**config.mk**
```make
export PLATFORM = sky130hd
export DESIGN_NAME = rtc_prescaler_counter_alarm
export DESIGN_NICKNAME = d
export VERILOG_FILES = /design/src/rtc_pkg.sv /design/src/rtc_osc_edge.sv /design/src/rtc_prescaler_counter_alarm.sv
export VERILOG_INCLUDE_DIRS = /design/src
export SDC_FILE = /design/constraint.sdc
export NUM_CORES = 1
export LEC_CHECK = 0
export BUFFER_PORTS_ARGS = -buffer_cell sky130_fd_sc_hd__buf_4
export CAP_MARGIN = 20
export CORE_MARGIN = 1
export CORE_UTILIZATION = 52
export CTS_CLUSTER_SIZE = 30
export DETAILED_ROUTE_END_ITERATION = 8
export PLACE_DENSITY_LB_ADDON = 0.05
export SYNTH_ARGS = -nofsm -noshare
export SYNTH_HDL_FRONTEND = slang
export SYNTH_HIERARCHICAL = 1
export SYNTH_SLANG_ARGS = --single-unit
```
**constraint.sdc**
```tcl
create_clock -name clk_sys -period 8 [get_ports clk_sys]
set_clock_uncertainty 0.1 [all_clocks]
set_input_delay 0.8 -clock clk_sys [delete_from_list [all_inputs] [get_ports clk_sys]]
set_output_delay 0.8 -clock clk_sys [all_outputs]
set_load 0.05 [all_outputs]
```
**src/rtc_consts.svh**
```systemverilog
// Constants of the real-time clock block: register indices, control bit
// positions and counting limits.
// Assumes inclusion by bare name from every file that needs them.
`ifndef RTC_CONSTS_SVH
`define RTC_CONSTS_SVH

// Register indices; byte address is four times the index
`define RTC_IDX_CTRL   6'h00
`define RTC_IDX_PRE_LO 6'h06
`define RTC_IDX_PRE_HI 6'h08
`define RTC_IDX_DIV_LO 6'h0a
`define RTC_IDX_DIV_HI 6'h0c
`define RTC_IDX_CNT_LO 6'h0e
`define RTC_IDX_CNT_HI 6'h10
`define RTC_IDX_ALM_LO 6'h12
`define RTC_IDX_ALM_HI 6'h14

// Control register bit positions
`define RTC_B_TFLAG  0
`define RTC_B_TEN    1
`define RTC_B_AFLAG  2
`define RTC_B_AEN    3
`define RTC_B_OFF    7
`define RTC_B_SRC    8

// Address decode: word index bits, upper bits must be zero
`define RTC_ADDR_IDX_HI 7
`define RTC_ADDR_IDX_LO 2
`define RTC_HTRANS_ACT  1

// Fixed divide-by-64 stage and programmable divider limits
`define RTC_FIXED_LAST 6'h3f
`define RTC_DIV_ONE    20'h00001

`endif

```
**src/rtc_pkg.sv**
```systemverilog
// Types shared by the real-time clock block.
// Assumes nothing of its surroundings.
`default_nettype none

package rtc_pkg;
    typedef enum logic {SRC_MAIN, SRC_LOWPOWER} clkSrc_e;
    typedef logic [5:0]  regIdx_t;
    typedef logic [19:0] prescale_t;
endpackage

`default_nettype wire

```
**src/rtc_osc_edge.sv**
```systemverilog
// Oscillator level synchroniser and rising-edge detector.
// Assumes the oscillator runs below half of clk_sys.
`default_nettype none

module rtc_osc_edge (
    input  wire logic clk_sys,
    input  wire logic rst_n,
    input  wire logic oscIn,
    output logic      edgePulse
);
    logic       sync1_ff;
    logic       sync2_ff;
    logic       last_ff;
    logic       edge_ff;
    logic       nxt_edge;
    logic [2:0] fill_ff;
    logic [2:0] nxt_fill;

    // No edge until last_ff holds a real sample: a pin high at release is no edge
    always_comb begin
        nxt_fill = {fill_ff[1:0], 1'b1};
        nxt_edge = sync2_ff & ~last_ff & fill_ff[2];
    end

    // First stage feeds only the second
    always_ff @(posedge clk_sys or negedge rst_n) begin
        if (!rst_n) begin
            sync1_ff <= 1'b0;
            sync2_ff <= 1'b0;
            last_ff  <= 1'b0;
            edge_ff  <= 1'b0;
            fill_ff  <= 3'h0;
        end else begin
            sync1_ff <= oscIn;
            sync2_ff <= sync1_ff;
            last_ff  <= sync2_ff;
            edge_ff  <= nxt_edge;
            fill_ff  <= nxt_fill;
        end
    end

    assign edgePulse = edge_ff;
endmodule // rtc_osc_edge

`default_nettype wire

```
**src/rtc_prescaler_counter_alarm.sv**
```systemverilog
// Real-time clock: oscillator prescaler, 20-bit divider, 32-bit time
// counter, alarm compare and an AHB-Lite register slave.
// Assumes a single AHB-Lite master and free-running oscillator levels.
`include "rtc_consts.svh"
`default_nettype none

////////////////////////////////////////////////////////////////////////////
module rtc_prescaler_counter_alarm (
    input  wire logic        clk_sys,
    input  wire logic        rst_n,
    input  wire logic        hsel,
    input  wire logic [31:0] haddr,
    input  wire logic [1:0]  htrans,
    input  wire logic        hwrite,
    input  wire logic [2:0]  hsize,
    input  wire logic [31:0] hwdata,
    input  wire logic        hready,
    output logic             hreadyout,
    output logic             hresp,
    output logic [31:0]      hrdata,
    input  wire logic        mainOscInput,
    input  wire logic        lowpowerOscInput,
    input  wire logic        powerDownActive,
    output logic             tickIrqRequest,
    output logic             alarmIrqRequest,
    output logic             mainOscOff,
    output logic             lowpowerOscOff
);
    import rtc_pkg::*;

    function automatic logic regHit(input logic [31:0] addr, input regIdx_t idx);
        regHit = (addr[31:`RTC_ADDR_IDX_HI+1] == '0) &&
                 (addr[`RTC_ADDR_IDX_HI:`RTC_ADDR_IDX_LO] == idx);
    endfunction

    ////////////////////////////////////////////////////////////////////////
    // Oscillator edges
    logic [1:0] oscLevel;
    logic [1:0] oscEdge;
    logic       selEdge;

    assign oscLevel = {lowpowerOscInput, mainOscInput};

    genvar gi;
    generate
        for (gi = 0; gi < 2; gi++) begin : g_osc
            rtc_osc_edge u_edge (
                .clk_sys   (clk_sys),
                .rst_n     (rst_n),
                .oscIn     (oscLevel[gi]),
                .edgePulse (oscEdge[gi])
            );
        end
    endgenerate

    ////////////////////////////////////////////////////////////////////////
    // Bus slave
    logic        dataPhase_ff;
    logic        nxt_dataPhase;
    logic        dataWrite_ff;
    logic        nxt_dataWrite;
    logic [31:0] dataAddr_ff;
    logic [31:0] nxt_dataAddr;
    logic [31:0] rdata_ff;
    logic [31:0] nxt_rdata;
    logic        readyOut_ff;
    logic        respErr_ff;
    logic        busWrite;

    // Control state
    logic        tickFlag_ff;
    logic        nxt_tickFlag;
    logic        tickEn_ff;
    logic        nxt_tickEn;
    logic        alarmFlag_ff;
    logic        nxt_alarmFlag;
    logic        alarmEn_ff;
    logic        nxt_alarmEn;
    logic        off_ff;
    logic        nxt_off;
    clkSrc_e     clkSrc_ff;
    clkSrc_e     nxt_clkSrc;
    logic        wrCtrl;

    // Time keeping state, never reset
    logic [5:0]  fixed64_ff;
    logic [5:0]  nxt_fixed64;
    prescale_t   divider_ff;
    prescale_t   nxt_divider;
    logic [3:0]  preUpper_ff;
    logic [3:0]  nxt_preUpper;
    logic [15:0] preLower_ff;
    logic [15:0] nxt_preLower;
    logic [15:0] cntLower_ff;
    logic [15:0] nxt_cntLower;
    logic [15:0] cntUpper_ff;
    logic [15:0] nxt_cntUpper;
    logic [15:0] alarmLower_ff;
    logic [15:0] nxt_alarmLower;
    logic [15:0] alarmUpper_ff;
    logic [15:0] nxt_alarmUpper;
    logic        tickEvent;
    logic        alarmEvent;
    logic        divStep;

    // Outputs
    logic        tickIrq_ff;
    logic        alarmIrq_ff;
    logic        mainOff_ff;
    logic        lpOff_ff;

    assign busWrite = dataPhase_ff & dataWrite_ff;
    assign wrCtrl   = busWrite & regHit(dataAddr_ff, `RTC_IDX_CTRL);

    // Zero wait states; read data registered in the address phase
    always_comb begin
        nxt_dataPhase = 1'b0;
        nxt_dataWrite = 1'b0;
        nxt_dataAddr  = dataAddr_ff;
        nxt_rdata     = rdata_ff;
        if (hsel && htrans[`RTC_HTRANS_ACT] && hready) begin
            nxt_dataPhase = 1'b1;
            nxt_dataWrite = hwrite;
            nxt_dataAddr  = haddr;
            nxt_rdata     = '0;
            if (regHit(haddr, `RTC_IDX_CTRL)) begin
                nxt_rdata[`RTC_B_TFLAG] = tickFlag_ff;
                nxt_rdata[`RTC_B_TEN]   = tickEn_ff;
                nxt_rdata[`RTC_B_AFLAG] = alarmFlag_ff;
                nxt_rdata[`RTC_B_AEN]   = alarmEn_ff;
                nxt_rdata[`RTC_B_OFF]   = off_ff;
                nxt_rdata[`RTC_B_SRC]   = (clkSrc_ff == SRC_LOWPOWER);
            end else if (regHit(haddr, `RTC_IDX_PRE_LO)) begin
                nxt_rdata[15:0] = preLower_ff;
            end else if (regHit(haddr, `RTC_IDX_PRE_HI)) begin
                nxt_rdata[3:0] = preUpper_ff;
            end else if (regHit(haddr, `RTC_IDX_DIV_LO)) begin
                nxt_rdata[15:0] = divider_ff[15:0];
            end else if (regHit(haddr, `RTC_IDX_DIV_HI)) begin
                nxt_rdata[3:0] = divider_ff[19:16];
            end else if (regHit(haddr, `RTC_IDX_CNT_LO)) begin
                nxt_rdata[15:0] = cntLower_ff;
            end else if (regHit(haddr, `RTC_IDX_CNT_HI)) begin
                nxt_rdata[15:0] = cntUpper_ff;
            end else if (regHit(haddr, `RTC_IDX_ALM_LO)) begin
                nxt_rdata[15:0] = alarmLower_ff;
            end else if (regHit(haddr, `RTC_IDX_ALM_HI)) begin
                nxt_rdata[15:0] = alarmUpper_ff;
            end
        end
    end

    always_ff @(posedge clk_sys or negedge rst_n) begin
        if (!rst_n) begin
            dataPhase_ff <= 1'b0;
            dataWrite_ff <= 1'b0;
            dataAddr_ff  <= '0;
            rdata_ff     <= '0;
            readyOut_ff  <= 1'b0;
            respErr_ff   <= 1'b0;
        end else begin
            dataPhase_ff <= nxt_dataPhase;
            dataWrite_ff <= nxt_dataWrite;
            dataAddr_ff  <= nxt_dataAddr;
            rdata_ff     <= nxt_rdata;
            readyOut_ff  <= 1'b1;
            respErr_ff   <= 1'b0;
        end
    end

    ////////////////////////////////////////////////////////////////////////
    // Prescaler chain and time counter
    // Source select after the synchronisers; a switch may lose one edge
    assign selEdge = (clkSrc_ff == SRC_LOWPOWER) ? oscEdge[1] : oscEdge[0];
    assign divStep = selEdge & ~off_ff & (fixed64_ff == `RTC_FIXED_LAST);

    always_comb begin
        nxt_fixed64    = fixed64_ff;
        nxt_divider    = divider_ff;
        nxt_preUpper   = preUpper_ff;
        nxt_preLower   = preLower_ff;
        nxt_cntLower   = cntLower_ff;
        nxt_cntUpper   = cntUpper_ff;
        nxt_alarmLower = alarmLower_ff;
        nxt_alarmUpper = alarmUpper_ff;
        tickEvent      = 1'b0;
        alarmEvent     = 1'b0;
        if (off_ff) begin
            // Stopped chain restarts with the divider at the stored value, first tick one divider step short of a full period
            nxt_fixed64 = '0;
            nxt_divider = {preUpper_ff, preLower_ff};
        end else if (selEdge) begin
            nxt_fixed64 = fixed64_ff + 6'h01;
            if (divStep) begin
                if (divider_ff == `RTC_DIV_ONE) begin
                    nxt_divider = {preUpper_ff, preLower_ff};
                end else begin
                    nxt_divider = divider_ff - `RTC_DIV_ONE;
                end
                // A stored value of one never ticks, as the divider never leaves one
                tickEvent = (divider_ff != `RTC_DIV_ONE) &&
                            (nxt_divider == `RTC_DIV_ONE);
            end
        end
        if (tickEvent) begin
            {nxt_cntUpper, nxt_cntLower} = {cntUpper_ff, cntLower_ff} + 32'h1;
            alarmEvent = ({nxt_cntUpper, nxt_cntLower} ==
                          {alarmUpper_ff, alarmLower_ff});
        end
        // Protected writes only land while the chain is stopped
        if (busWrite && off_ff) begin
            if (regHit(dataAddr_ff, `RTC_IDX_PRE_LO)) begin
                nxt_preLower = hwdata[15:0];
            end else if (regHit(dataAddr_ff, `RTC_IDX_PRE_HI)) begin
                nxt_preUpper = hwdata[3:0];
            end else if (regHit(dataAddr_ff, `RTC_IDX_CNT_LO)) begin
                nxt_cntLower = hwdata[15:0];
            end else if (regHit(dataAddr_ff, `RTC_IDX_CNT_HI)) begin
                nxt_cntUpper = hwdata[15:0];
            end
        end
        if (busWrite) begin
            if (regHit(dataAddr_ff, `RTC_IDX_ALM_LO)) begin
                nxt_alarmLower = hwdata[15:0];
            end else if (regHit(dataAddr_ff, `RTC_IDX_ALM_HI)) begin
                nxt_alarmUpper = hwdata[15:0];
            end
        end
    end

    // No reset: the time survives any system reset
    always_ff @(posedge clk_sys) begin
        fixed64_ff    <= nxt_fixed64;
        divider_ff    <= nxt_divider;
        preUpper_ff   <= nxt_preUpper;
        preLower_ff   <= nxt_preLower;
        cntLower_ff   <= nxt_cntLower;
        cntUpper_ff   <= nxt_cntUpper;
        alarmLower_ff <= nxt_alarmLower;
        alarmUpper_ff <= nxt_alarmUpper;
    end

    ////////////////////////////////////////////////////////////////////////
    // Control register; a new event wins over a same-cycle clear
    always_comb begin
        nxt_tickEn   = tickEn_ff;
        nxt_alarmEn  = alarmEn_ff;
        nxt_off      = off_ff;
        nxt_clkSrc   = clkSrc_ff;
        nxt_tickFlag = tickFlag_ff;
        nxt_alarmFlag = alarmFlag_ff;
        if (wrCtrl) begin
            nxt_tickEn   = hwdata[`RTC_B_TEN];
            nxt_alarmEn  = hwdata[`RTC_B_AEN];
            nxt_off      = hwdata[`RTC_B_OFF];
            nxt_clkSrc   = hwdata[`RTC_B_SRC] ? SRC_LOWPOWER : SRC_MAIN;
            nxt_tickFlag  = tickFlag_ff & ~hwdata[`RTC_B_TFLAG];
            nxt_alarmFlag = alarmFlag_ff & ~hwdata[`RTC_B_AFLAG];
        end
        nxt_tickFlag  = nxt_tickFlag | tickEvent;
        nxt_alarmFlag = nxt_alarmFlag | alarmEvent;
    end

    always_ff @(posedge clk_sys or negedge rst_n) begin
        if (!rst_n) begin
            tickEn_ff    <= 1'b0;
            alarmEn_ff   <= 1'b0;
            off_ff       <= 1'b0;
            clkSrc_ff    <= SRC_MAIN;
            tickFlag_ff  <= 1'b0;
            alarmFlag_ff <= 1'b0;
        end else begin
            tickEn_ff    <= nxt_tickEn;
            alarmEn_ff   <= nxt_alarmEn;
            off_ff       <= nxt_off;
            clkSrc_ff    <= nxt_clkSrc;
            tickFlag_ff  <= nxt_tickFlag;
            alarmFlag_ff <= nxt_alarmFlag;
        end
    end

    ////////////////////////////////////////////////////////////////////////
    // Request lines and oscillator controls
    // Main oscillator keeps running in power-down unless the block is off
    always_ff @(posedge clk_sys or negedge rst_n) begin
        if (!rst_n) begin
            tickIrq_ff  <= 1'b0;
            alarmIrq_ff <= 1'b0;
            mainOff_ff  <= 1'b0;
            lpOff_ff    <= 1'b0;
        end else begin
            tickIrq_ff  <= tickFlag_ff & tickEn_ff;
            alarmIrq_ff <= alarmFlag_ff & alarmEn_ff;
            mainOff_ff  <= powerDownActive & off_ff;
            lpOff_ff    <= powerDownActive & off_ff;
        end
    end

    assign hreadyout       = readyOut_ff;
    assign hresp           = respErr_ff;
    assign hrdata          = rdata_ff;
    assign tickIrqRequest  = tickIrq_ff;
    assign alarmIrqRequest = alarmIrq_ff;
    assign mainOscOff      = mainOff_ff;
    assign lowpowerOscOff  = lpOff_ff;

    ////////////////////////////////////////////////////////////////////////
    // Checks
    property p_tickAtOne;
        @(posedge clk_sys) disable iff (!rst_n)
        tickEvent |=> (divider_ff == `RTC_DIV_ONE) && tickFlag_ff;
    endproperty
    a_tickAtOne: assert property (p_tickAtOne) else $error("tick without divider at one");

    property p_reload;
        @(posedge clk_sys) disable iff (!rst_n)
        (divStep && divider_ff == `RTC_DIV_ONE) |=>
            (divider_ff == {$past(preUpper_ff), $past(preLower_ff)});
    endproperty
    a_reload: assert property (p_reload) else $error("divider did not reload");

    property p_fixedStage;
        @(posedge clk_sys) disable iff (!rst_n)
        (!off_ff && !$past(off_ff) && $changed(divider_ff)) |->
            ($past(fixed64_ff) == `RTC_FIXED_LAST);
    endproperty
    a_fixedStage: assert property (p_fixedStage) else $error("divider stepped early");

    property p_tickOut;
        @(posedge clk_sys) disable iff (!rst_n)
        (tickEvent && tickEn_ff && !wrCtrl) |=> ##1 tickIrqRequest;
    endproperty
    a_tickOut: assert property (p_tickOut) else $error("tick request missing");

    property p_clearFlag;
        @(posedge clk_sys) disable iff (!rst_n)
        (wrCtrl && hwdata[`RTC_B_TFLAG] && !tickEvent) |=> !tickFlag_ff;
    endproperty
    a_clearFlag: assert property (p_clearFlag) else $error("tick flag not cleared");

    property p_alarmMatch;
        @(posedge clk_sys) disable iff (!rst_n)
        alarmEvent |=> alarmFlag_ff &&
            ({cntUpper_ff, cntLower_ff} == {$past(alarmUpper_ff), $past(alarmLower_ff)});
    endproperty
    a_alarmMatch: assert property (p_alarmMatch) else $error("alarm flag mismatch");

    property p_carry;
        @(posedge clk_sys) disable iff (!rst_n)
        (tickEvent && cntLower_ff == 16'hffff) |=>
            (cntLower_ff == 16'h0000) && (cntUpper_ff == $past(cntUpper_ff) + 16'h0001);
    endproperty
    a_carry: assert property (p_carry) else $error("upper counter missed carry");

    property p_offFreeze;
        @(posedge clk_sys) disable iff (!rst_n)
        (off_ff && !busWrite) |=> $stable(cntLower_ff) && $stable(cntUpper_ff);
    endproperty
    a_offFreeze: assert property (p_offFreeze) else $error("counter moved while off");

    property p_protect;
        @(posedge clk_sys) disable iff (!rst_n)
        (busWrite && !off_ff) |=> $stable(preLower_ff) && $stable(preUpper_ff);
    endproperty
    a_protect: assert property (p_protect) else $error("protected write landed");

    property p_oscOff;
        @(posedge clk_sys) disable iff (!rst_n)
        (powerDownActive && off_ff) |=> mainOscOff && lowpowerOscOff;
    endproperty
    a_oscOff: assert property (p_oscOff) else $error("oscillators not stopped");

    property p_mainRuns;
        @(posedge clk_sys) disable iff (!rst_n)
        !off_ff |=> !mainOscOff;
    endproperty
    a_mainRuns: assert property (p_mainRuns) else $error("main oscillator stopped");
endmodule // rtc_prescaler_counter_alarm

`default_nettype wire

```
Word-level counts from Yosys, hierarchy flattened
Cells that the tools add are included.

Reductions and logical operators: 31. Muxes and demuxes: 42. Equality and inequality tests: 19. Bitwise gates (word level): 22. $add $sub $neg: 3.

Operator list (number): two-way mux 16 bit (17); two-way mux 20 bit (7); logical NOT 24 bit (2); == test 20 x 1 -> 1 bit, second input constant (2); == test 6 x 4 -> 1 bit, second input constant (6); == test 6 x 5 -> 1 bit, second input constant (6); adder 32 x 1 -> 32 bit, second input constant (1); == test 32 bit (1); two-way mux 12 bit (2); logical AND 1 bit (20); != test 20 x 1 -> 1 bit, second input constant (1); subtractor 20 x 1 -> 20 bit, second input constant (1); AND 1 bit (13); == test 6 x 3 -> 1 bit, second input constant (2); logical NOT 6 bit (2); two-way mux 4 bit (3); two-way mux 1 bit (10); two-way mux 7 bit (1); NOT 1 bit (7); adder 6 x 1 -> 6 bit, second input constant (1); == test 6 bit, second input constant (1); AND reduction 2 bit (3); AND reduction 3 bit (2); nonzero test 2 bit (2); other kinds (3) (4).

Register bits after elaboration: 184. Input bits: 77. Output and inout port bits: 38.

Longest topological paths before layout
Gate-level depths: netlist (run 1).

Word-level depth: 17. Depth in mapped cells: 11.

By module
The synthesis (run 1) kept the hierarchy.

By module, submodules not included: rtc_prescaler_counter_alarm (sequential area each 4374.2 um^2, instances 1, area each 9576.7 um^2, cells an instance 1014); rtc_osc_edge (sequential area each 175.2 um^2, instances 2, area each 187.7 um^2, cells an instance 9).

Worst setup path before layout (run 1)
OpenSTA, ideal clock, no wires.

Path kind: register -> register. Start: register cntLower_ff[0]. End: register alarmFlag_ff. Buffers on the path: 0. Setup slack: 4893 ps. Arrival: 2915 ps. Period minus slack after synthesis: 3107 ps. Data required time: 7808 ps. Stages on the path, launching flop included: 9. Cell sequence: dfxtp_1 > ha_1 > nand3_2 > or4_1 > xnor2_1 > or3_1 > or4_1 > or4_1 > o31ai_2.

Word-level cells in the longest chain between the ends: 4.

Ends and longest elaborated chain: from (decl) (RTL line rtc_prescaler_counter_alarm.sv:94) `logic [15:0] cntLower_ff;`; from (signal assigned) (RTL line rtc_prescaler_counter_alarm.sv:237) `cntLower_ff <= nxt_cntLower;`; adder 32 x 1 -> 32 bit (RTL line rtc_prescaler_counter_alarm.sv:206) `{nxt_cntUpper, nxt_cntLower} = {cntUpper_ff, cntLower_ff} + 32'h1;`; == test 32 bit (RTL line rtc_prescaler_counter_alarm.sv:207) `alarmEvent = ({nxt_cntUpper, nxt_cntLower} ==`; two-way mux 1 bit (RTL line rtc_prescaler_counter_alarm.sv:205) `if (tickEvent) begin`; OR 1 bit (RTL line rtc_prescaler_counter_alarm.sv:261) `nxt_alarmFlag = nxt_alarmFlag | alarmEvent;`; net nxt_alarmFlag (RTL line rtc_prescaler_counter_alarm.sv:76) `logic nxt_alarmFlag;`; to (signal assigned) (RTL line rtc_prescaler_counter_alarm.sv:278) `alarmFlag_ff <= nxt_alarmFlag;`; to (decl) (RTL line rtc_prescaler_counter_alarm.sv:75) `logic alarmFlag_ff;`.

The timed path passes the listed nets, and every way through them passes these cells. A chain may end at the register's enable or synchronous reset.

Final worst setup path (run 1)
Start: register cntLower_ff[7]. End: register alarmFlag_ff.

The elaborated chain is that of the path after synthesis.

==> results of run 1 <==
-- state kept, by name, summed over array words and instances (netlist names), 2 cells and up --
| signal | flops |
|---|---|
| alarmUpper_ff | 16 |
| preLower_ff | 16 |
| fixed64_ff | 6 |
| divider_ff | 20 |
| g_osc.u_edge/sync1_ff | 2 |
| cntUpper_ff | 16 |
| g_osc.u_edge/edgePulse | 2 |
| g_osc.u_edge/last_ff | 2 |
| preUpper_ff | 4 |
| hrdata | 16 |
| alarmLower_ff | 16 |
| g_osc.u_edge/fill_ff | 6 |
| g_osc.u_edge/sync2_ff | 2 |
| dataAddr_ff | 30 |
| cntLower_ff | 16 |
-- power by group --
part	switching [mW]	internal, mW	leakage [nW]	total [mW]
registers	0.0321	1.01	1.85	1.05
logic	0.122	0.0639	2.12	0.186
clock network	0.426	0.424	0.294	0.850
-- placed cells by master, fill, tap and decap left out, types with 12 or more instances in the layout --
cell type  Yosys  final
conb_1         4     20
a221oi_1      16     16
a21oi_1       30     30
buf_4         21     86
xor2_1        21     21
and2_1        15     15
nand2_1      170    170
dfxtp_1       38     38
xnor2_1       44     44
edfxtp_1      72     72
nor2b_1       14     14
nand3_1       42     41
inv_1         16     16
or4_1         23     23
o211ai_1      21     21
o21ai_0       35     35
nor4_1        23     21
clkbuf_16      0     17
nand4_1       24     24
nor2_1        63     63
mux2i_1       13     13
and3_1        12     12
dfrtp_1       72     72
-- logic make-up after synthesis --
group           after synthesis  synth area share [%]
fa+ha+maj                     4                0.5029
flops                       182                 47.47
buf+inv                     104                 5.041
xor+xnor                     65                 5.720
simple gates                462                 24.58
compound gates              188                 14.09
mux                          23                 2.439
other cells                   4                0.1508
-- critical path, stage by stage (launching register included) --
cell and delay, ns:
dfxtp_1 0.52, nand4_1 0.43, or4_1 0.77, or4_1 0.54, xnor2_1 0.18, or4_1 0.50, or4_1 0.43, o31ai_2 0.26
-- worst min path at each step --
stage | from | end | slack (ns) | depth (start not counted)
3_3_place_gp | g_osc[0].u_edge/sync1_ff$_DFF_PN0_ | g_osc[0].u_edge/sync2_ff$_DFF_PN0_ | 0.23 | 0
5_1_grt | g_osc[1].u_edge/fill_ff[0]$_DFF_PN0_ | g_osc[1].u_edge/fill_ff[1]$_DFF_PN0_ | 0.26 | 0
3_5_place_dp | g_osc[1].u_edge/fill_ff[0]$_DFF_PN0_ | g_osc[1].u_edge/fill_ff[1]$_DFF_PN0_ | 0.23 | 0
2_1_floorplan | g_osc[0].u_edge/fill_ff[0]$_DFF_PN0_ | g_osc[0].u_edge/fill_ff[1]$_DFF_PN0_ | 0.23 | 0
6_report | g_osc[0].u_edge/fill_ff[1]$_DFF_PN0_ | g_osc[0].u_edge/fill_ff[2]$_DFF_PN0_ | 0.25 | 0
4_1_cts | g_osc[1].u_edge/fill_ff[0]$_DFF_PN0_ | g_osc[1].u_edge/fill_ff[1]$_DFF_PN0_ | 0.25 | 0
-- cell type report --
type	instances	area (um^2)
Timing Repair Buffer	87	673.1
Inverter	17	63.81
Clock inverter	15	173.9
Sequential cell	182	4725
Clock buffer	17	425.4
Multi-Input combinational cell	762	4822
Fill cell	1623	7530
Tap cell	234	292.8
-- per-layer routing --
| metal | track usage, % | part of all wire, % | vias to the layer above |
|---|---|---|---|
| met1 | 43.17 | 45 | 3966 |
| li1 | - | - | 3843 |
| met3 | 5.573 | 9.1 | 45 |
| met2 | 44.55 | 44 | 375 |
| met5 | 0 | 0 | - |
| met4 | 9.543 | 2.0 | 0 |
-- through the flow --
step | utilization [%] | setup WS (ns)
6_report | 59.75 | 4.173
5_1_grt | 59.75 | 4.098
4_1_cts | 59.60 | 4.249
3_5_place_dp | 56.39 | 4.099
3_3_place_gp | 56.39 | 4.133
2_1_floorplan | - | 4.893
==> metrics, run 1 <==
status complete, no violations; non-filler cells, final between 1000 and 1500; critical path class reg2reg; routed length per placed instance 21.53 um; Finished Cell Area around 0.011 mm^2; setup_tns 0 ns; hold slack around 0.25 ns; fin. max-slew vios 0; critical path required time approximately 8.2 ns; Clk Tree Root Cell clkbuf_16; pwr dens 186.3 mW/mm^2; Nets ~1100; CP Capture Point alarmFlag_ff$_DFF_PN0_; post-synth cell types just over 80; DRT antenna net count 0; Hold Vio Cnt, Final 0; DRT Wirelength 28290 um; Least-Margin Pin Slew ~1.1 ns; Mapped Area 0.009952 mm^2; CTS tree done; post-synthesis sequential area ratio between 40% and 50%; ant diodes 0; crit path launch type flip-flop; fmax roughly 260 MHz; Critical Path Start cntLower_ff[7]$_DFF_P_; Final Setup Violations 0; Area growth, synth to finish 12.30%; max cap viols 0; Synth top area share a little over a fifth; gp weighted congestion roughly 0.9; Die Span X approximately 140 um; GRT Total Usage between 20% and 30%; CTS Buffer Depth 2; VDD IR max roughly 0.14 mV; Post-Syn Area per Cell roughly 9.6 um^2; cts bufs inserted 17; Via-to-Cell Ratio around 6.3; Synth top cells by count nand2_1 (170), dfrtp_1 (72), edfxtp_1 (72); start of the worst register-to-register path cntLower_ff[7]$_DFF_P_; crit path time final 3.827 ns; HP Class reg2reg; most frequent cell after synthesis nand2_1; Post-Place Cell Area roughly 0.011 mm^2; largest cells by area after synthesis edfxtp_1 (22%), dfrtp_1 (18%), dfxtp_1 (7.6%); crit path max fanout 12; fin crit share 47.84%; initial antenna violation count 0; Crit Reg-Reg Endpoint alarmFlag_ff$_DFF_PN0_; # hold bufs at CTS 0; Die Ht around 140 um; vias in the first global route approximately 7700; ys async rst share 39.56%; first drt pass iteration count 6; die area just under 0.02 mm^2; CTS clk-pin slew, worst paths roughly 0.080 ns; Leak ~4.3 nW; postcts setup bufs 0; Synthesis Warnings 6; DP Cell Count approximately 1300; Synth Register Bits around 180; kind of end point of the critical path flip-flop; depth of the CTS H-tree 4; leading area contributor after synthesis edfxtp_1; clk sinks around 180; WP data arrival approximately 4.1 ns; Max-Slew Margin vs Limit about 28%; detailed-placement wirelength estimate about 20000 um; row cnt 50; residual DRC count 0; unrepaired setup endpoints after global routing false; Synth Instances around 1000; first-pass GRT wire length ~44000 um; IO Pins ~120; cells resized by post-CTS repair 0; Iteration-0 DRC Markers roughly 830; GRT Residual Overflow 0; clk_lat worst skew approximately 0.44 ns; Final Power roughly 2.1 mW; port bufs 75; Starting Density a little over half; via count 8229; largest net degree at the start of global routing 73; r2r worst-path depth 7; Most used DFF post-synth edfxtp_1; worst reg-to-reg setup slack between 4 and 5 ns; layout cell share with drive strength beyond 1 between 10% and 20%; Core ar. between 0.015 and 0.02 mm^2; EDFF count, synth just over 70
Note: power is estimated with default switching activity, not from simulation.
==> inputs of run 2 (changes only) <==
--- a/config.mk
+++ b/config.mk
@@ -6,6 +6,7 @@
 export SDC_FILE = /design/constraint.sdc
 export NUM_CORES = 1
 export LEC_CHECK = 0
+export ABC_AREA = 1
 export BUFFER_PORTS_ARGS = -buffer_cell sky130_fd_sc_hd__buf_4
 export CAP_MARGIN = 20
 export CORE_MARGIN = 1
==> constraint.sdc (replaced) <==
create_clock -name clk_sys -period 3.2 [get_ports clk_sys]
set_clock_uncertainty 0.1 [all_clocks]
set_input_delay 0.32 -clock clk_sys [delete_from_list [all_inputs] [get_ports clk_sys]]
set_output_delay 0.32 -clock clk_sys [all_outputs]
set_load 0.05 [all_outputs]
==> run 2 against run 1 <==
Clock-buffer cell count unchanged. Synthesized area increased by 8.8%. Critical path type unchanged. Largest power group unchanged. Cell area increased by 13%. Wire length increased by 22%.
==> metrics, run 2 <==
Multi-input gate area 0.005228 mm^2 (+8.4%); start of the worst register-to-register path divider_ff[0]$_DFFE_PP_; Starting Density 53.32% (+0.11 points); pwr dens 416.9 mW/mm^2 (+120%); clk_lat worst skew 0.45 ns (about the same); leading area contributor after synthesis edfxtp_1; Nets 1710 (+49%); CTS tree done; Final WS setup 0.2142 ns (-3.959 ns); DP Cell Count 1866 (+46%); crit path max fanout 19 (+7); Iteration-0 DRC Markers 1159 (+40%); GRT Residual Overflow 0 (unchanged); number of flip-flops in the largest register 30 (unchanged); Critical Path Start divider_ff[0]$_DFFE_PP_; gp weighted congestion 0.9786 (+5.6%); setup_tns 0 ns (unchanged); Finished Cell Area 0.01258 mm^2 (+13%); Die Span X 146.3 um (+4.2%); Core ar. 0.02030 mm^2 (+8.5%); Synth Instances 1522 (+47%); depth of the CTS H-tree 4 (unchanged); port bufs 75 (unchanged); Synth Register Bits 182 (unchanged); Area growth, synth to finish 16.20%; fin crit share 93.30% (+45 points); cts bufs inserted 17 (unchanged); WP data arrival 3.25 ns (-0.82 ns); EDFF count, synth 72 (unchanged); post-synthesis sequential area ratio 43.65% (-3.8 points); Fill cells 1885 (+16%); Via-to-Cell Ratio 5.575 (-11%); VDD IR max 0.3910 mV (+170%); hold slack 0.008451 ns (-0.2429 ns); IO Pins 115 (unchanged); top flop regs dataAddr_ff: 30 flops, divider_ff: 20 flops; Mapped Area 0.01082 mm^2 (+8.8%); Synthesis Warnings 6 (unchanged); max cap viols 0 (unchanged); post-synth cell types 41 (-51%); residual DRC count 0 (unchanged); GRT Total Usage 32.68% (+3.0 points); r2r worst-path depth 15 (+8); DRT antenna net count 0 (unchanged); Die Ht 146.3 um (+4.2%); Hold Vio Cnt, Final 0 (unchanged); crit path time final 2.986 ns (-0.8412 ns); Post-Syn Area per Cell 7.111 um^2 (-26%); kind of end point of the critical path flip-flop; most frequent cell after synthesis nand2_1; CTS clk-pin slew, worst paths 0.08 ns (about the same); detailed-placement wirelength estimate 26160 um (+30%); fmax 334.9 MHz (+28%); largest cells by area after synthesis edfxtp_1 (20%), nand2_1 (18%), dfrtp_1 (17%); Final Setup Violations 0 (unchanged); first drt pass iteration count 6 (unchanged); WHS Path Cells 3 (+3); largest net degree at the start of global routing 77 (+5.5%); Reg area 0.004725 mm^2 (unchanged); Post-Place Cell Area 0.01178 mm^2 (+12%); commonest non-fill, non-tap cell in the layout nand2_1; vias in the first global route 9734 (+26%); Synth top cells by count nand2_1 (514), nor2_1 (167), inv_1 (164); CP Capture Point cntLower_ff[1]$_DFF_P_; fin. max-slew vios 0 (unchanged); DP Worst Slack 0.2318 ns (-3.868 ns); critical path required time 3.46 ns (-4.78 ns); ant diodes 0 (unchanged); Most used DFF post-synth edfxtp_1; first-pass GRT wire length 52970 um (+20%); Synth top area share 19.98% (-1.7 points); Leak 6.535 nW (+53%); layout cell share with drive strength beyond 1 11.33% (-3.7 points); status complete, no violations; via count 10660 (+30%); row cnt 52 (+4.0%); HP Class in2reg; Max-Slew Margin vs Limit 40.55% (+13 points); Least-Margin Pin Slew 0.8893 ns (-0.1867 ns); worst reg-to-reg setup slack 0.21 ns (-3.96 ns); Clk Tree Root Cell clkbuf_16; crit path launch type flip-flop; initial antenna violation count 0 (unchanged); Crit Reg-Reg Endpoint cntLower_ff[1]$_DFF_P_; unrepaired setup endpoints after global routing false; die area 0.02139 mm^2 (+8.6%); non-filler cells, final 1912 (+46%); Biggest register dataAddr_ff; clk sinks 182 (unchanged); routed length per placed instance 18.05 um (-16%); most frequent cells in the layout nand2_1 (514), nor2_1 (167), inv_1 (164), nand3_1 (117), buf_4 (115); DRT Wirelength 34520 um (+22%); ys async rst share 39.56% (unchanged); CTS Buffer Depth 2 (unchanged); critical path class reg2reg
## run 2: per-layer routing
layer	global-route usage (%)	wire (um)	vias to the layer above
li1	-	-	5131
met2	50.29	15250	538
met4	8.073	690	0
met5	0	0	-
met3	7.125	3502	52
met1	46.76	15080	4938
## run 2: power by group
part           internal, mW  leakage (nW)  switching [mW]  total (mW)
Clock                  1.16         0.311            1.13        2.29
Sequential             2.51          1.87          0.0688        2.58
Combinational         0.132          4.35           0.240       0.372
## run 2: repair_timing
item	in CTS	in global routing
hold endpoints to repair	79	8
gates resized for setup	0	1
setup buffers	0	2
hold buffers	7	5
setup endpoints to repair	0	15
## run 2: area by class of cell
| class | instances | area share (%) |
|---|---|---|
| well taps | 270 | 2.686 |
| multi-input cells | 1129 | 41.57 |
| flip-flops and latches | 182 | 37.57 |
| clock inverters | 15 | 1.811 |
| repair buffers | 127 | 7.820 |
| inverters | 172 | 5.164 |
| clock buffers | 17 | 3.383 |
## run 2: worst min path at each step
stage | start | end | slack (ns)
floorplan | rst_n | alarmEn_ff$_DFFE_PN0P_ | -0.08
global route | hwdata[5] | alarmUpper_ff[5]$_DFFE_PP_ | 0.01
finish | hwrite | dataWrite_ff$_DFF_PN0_ | 0.008
detailed placement | g_osc[1].u_edge/fill_ff[1]$_DFF_PN0_ | g_osc[1].u_edge/fill_ff[2]$_DFF_PN0_ | 0.24
CTS | hwdata[14] | alarmUpper_ff[14]$_DFFE_PP_ | 0.0003
global placement | g_osc[1].u_edge/fill_ff[1]$_DFF_PN0_ | g_osc[1].u_edge/fill_ff[2]$_DFF_PN0_ | 0.23
## run 2: cell families (layout without fill, tap and decap cells)
logic type | after synthesis | count (layout) | share of synthesized area (%)
AOI/OAI and AO/OA | 139 | 139 | 6.867
xor gates and xnor gates | 27 | 27 | 2.451
adders and majority gates | 4 | 4 | 0.4624
DFF | 182 | 182 | 43.65
other | 4 | 20 | 0.1387
and+or+nand+nor | 939 | 939 | 37.68
buffers and inverters | 227 | 331 | 8.751
## run 2: worst max-delay path: stages, from the launching register on
cell and delay (ns):
edfxtp_1 0.45, inv_2 0.21, ha_1 0.35, nand2_1 0.16
nand2_1 0.09, o21ai_1 0.08, inv_1 0.07, nand3_1 0.08
nor2_1 0.16, nand3_1 0.18, nor2_4 0.32, nand3_4 0.10
buf_4 0.23, nand2_1 0.08, nand2_1 0.04, o21ai_0 0.18
## run 2: stage by stage
step                      util, %  total power [mW]
after floorplan                 -             2.849
after global placement      58.05             2.981
after detailed placement    58.05             2.991
after CTS                   61.61             5.249
after global routing        61.95             5.393
final                       61.95             5.242
==> inputs of run 3 (changes only) <==
==> constraint.sdc (replaced) <==
create_clock -name clk_sys -period 3.2 [get_ports clk_sys]
set_clock_uncertainty 0.1 [all_clocks]
set_input_delay 0.16 -clock clk_sys [delete_from_list [all_inputs] [get_ports clk_sys]]
set_output_delay 0.16 -clock clk_sys [all_outputs]
set_load 0.05 [all_outputs]
==> run 3 against run 2 <==
Sequential power hardly changed. Fmax grew 3.0%. Critical path depth fell by 1. Worst setup slack improved by 0.086 ns. First-iteration DRC count fell by 3.9%. Non-clock buffer count rose by 28. Highest routed layer unchanged. Power is 2.4% lower. Wire length up 1.7%. Worst hold slack improved by 0.027 ns. Register-to-register slack better by 0.09 ns. Cell area grew 1.9%. Via count increased by 0.71%. Largest cell class unchanged. Critical path type unchanged.
==> metrics, run 3 (synthesized netlist as in run 2, its figures left out) <==
worst path cell trace inv_2 -> ha_1 -> nand2_1 -> nand2_1 -> o21ai_1 -> inv_1 -> nand3_1 -> nor2_1 -> nand3_1 -> nor2_4 -> buf_4 -> nand4_1 -> nand3_1 -> o21ai_1; cts bufs inserted 17 (unchanged); HP Start haddr[2]; Iteration-0 DRC Markers 1114 (-3.9%); IO Pins 115 (unchanged); Via-to-Cell Ratio 5.534 (-0.74%); Top Family by Delay on Critical Path simple AND/OR/NAND/NOR gates; non-filler cells, final 1940 (+1.5%); residual DRC count 0 (unchanged); most frequent cells in the layout nand2_1 (514), nor2_1 (167), inv_1 (164), nand3_1 (117), buf_4 (105); Starting Density 53.32% (unchanged); critical path class reg2reg; Core Util, Final 63.10% (+1.1 points); kind of end point of the critical path flip-flop; depth of the CTS H-tree 4 (unchanged); first drt pass iteration count 6 (unchanged); status complete, no violations; ant diodes 0 (unchanged); most frequent CP cell nand3_1; fin crit share 90.63% (-2.7 points); number of flip-flops in the largest register 30 (unchanged); Core ar. 0.02030 mm^2 (unchanged); Hold Vio Cnt, Final 0 (unchanged); die area 0.02139 mm^2 (unchanged); crit path launch type flip-flop; Clk Tree Root Cell clkbuf_16; GRT Total Usage 33.85% (+1.2 points); initial antenna violation count 0 (unchanged); CTS tree done; fin. max-slew vios 0 (unchanged); WP data arrival 3.12 ns (-0.13 ns); gp weighted congestion 0.9655 (-1.3%); max incr delay on CP 0.44 ns (about the same); port bufs 75 (unchanged); setup_tns 0 ns (unchanged); largest net degree at the start of global routing 77 (unchanged); DRT antenna net count 0 (unchanged); Final Power 5.116 mW (-2.4%); HP Class in2reg; max cap viols 0 (unchanged); Final Setup Violations 0 (unchanged); DRT Wirelength 35120 um (+1.7%); start of the worst register-to-register path divider_ff[0]$_DFFE_PP_; hold slack 0.03531 ns (+0.02685 ns); DP Cell Count 1858 (-0.43%); Biggest register dataAddr_ff; Nets 1738 (+1.6%); DP Worst Slack 0.2296 ns (-0.002211 ns); unrepaired setup endpoints after global routing false; layout cell share with drive strength beyond 1 10.48% (-0.85 points); Buf/Inv on CP 3 (unchanged); via count 10740 (+0.71%); Final WS setup 0.3000 ns (+0.08575 ns); Die Span X 146.3 um (unchanged); clk sinks 182 (unchanged); Finished Cell Area 0.01281 mm^2 (+1.9%); GRT Residual Overflow 0 (unchanged); CTS clk-pin slew, worst paths 0.08 ns (about the same); routed length per placed instance 18.10 um (+0.28%); Die Ht 146.3 um (unchanged); crit path max fanout 14 (-5); Critical Path Start divider_ff[0]$_DFFE_PP_; Least-Margin Pin Slew 0.8904 ns (+0.001105 ns); Max-Slew Margin vs Limit 40.64% (+0.092 points); pwr dens 399.4 mW/mm^2 (-4.2%); Leak 6.620 nW (+1.3%); crit path max-delay cell type edfxtp_1; Post-Place Cell Area 0.01172 mm^2 (-0.51%); CTS Buffer Depth 2 (unchanged); crit path time final 2.900 ns (-0.08575 ns); first-pass GRT wire length 55100 um (+4.0%); detailed-placement wirelength estimate 26140 um (about the same); row cnt 52 (unchanged); commonest non-fill, non-tap cell in the layout nand2_1; clk_lat worst skew 0.45 ns (about the same); vias in the first global route 10030 (+3.0%); critical path required time 3.42 ns (-0.04 ns); VDD IR max 0.3717 mV (-4.9%); fmax 344.8 MHz (+3.0%); Area growth, synth to finish 18.35%; top flop regs dataAddr_ff: 30 flops, divider_ff: 20 flops
## run 3: cell count changes in the layout (fill, tap and decap cells not counted)
cell	change
clkbuf_16	+1
bufinv_16	-1
clkinv_4	+2
clkinv_8	-7
inv_8	+6
clkbuf_1	+1
dlygate4sd3_1	+38
buf_4	-10
inv_4	+1
inv_12	-3
## run 3: final timing paths
| check | endpoint | slack (ns) | depth (start not counted) |
|---|---|---|---|
| setup / recovery | cntLower_ff[4]$_DFF_P_ | 0.30 | 14 |
| hold / removal | dataAddr_ff[2]$_DFFE_PN0P_ | 0.04 | 3 |
| setup reg to reg | cntLower_ff[4]$_DFF_P_ | 0.30 | 14 |
| hold reg to reg | g_osc[1].u_edge/fill_ff[1]$_DFF_PN0_ | 0.25 | 0 |
| max in group asynchronous | lowpowerOscOff$_DFF_PN0_ | 2.13 | 2 |
| min in group asynchronous | dataAddr_ff[22]$_DFFE_PN0P_ | 0.29 | 2 |
## run 3: layout make-up
type	instances	area (um^2)
Timing Repair Buffer	155	1289
Fill cell	1873	7491
Clock buffer	19	454.2
Clock inverter	13	126.4
Inverter	172	649.4
Sequential cell	182	4725
Tap cell	270	337.8
Multi-Input combinational cell	1129	5228
## run 3: report_power, final
group	internal, mW	switching, mW
combinational	0.162	0.246
sequential	2.52	0.0691
clock	1.08	1.04
total	3.76	1.35
## run 3: tightest hold or removal path, stage by stage
cell and delay (ns):
buf_4 0.09, inv_1 0.08, o21ai_0 0.21
## run 3: timing repair
item                                    4_1_cts  5_1_grt
buffers inserted                              0        0
endpoints found under the setup margin        0        8
gates resized for setup                       0        1
endpoints found under the hold margin       192        0
hold buffers                                 50        0
## run 3: per-layer routing
metal  track usage (%)  up-vias  wire (um)
li1                  -     5199          -
met1             48.42     4986      15470
met2             52.50      491      15730
met3             5.688       59       3197
met4             10.31        0        729
met5                 0        -          0
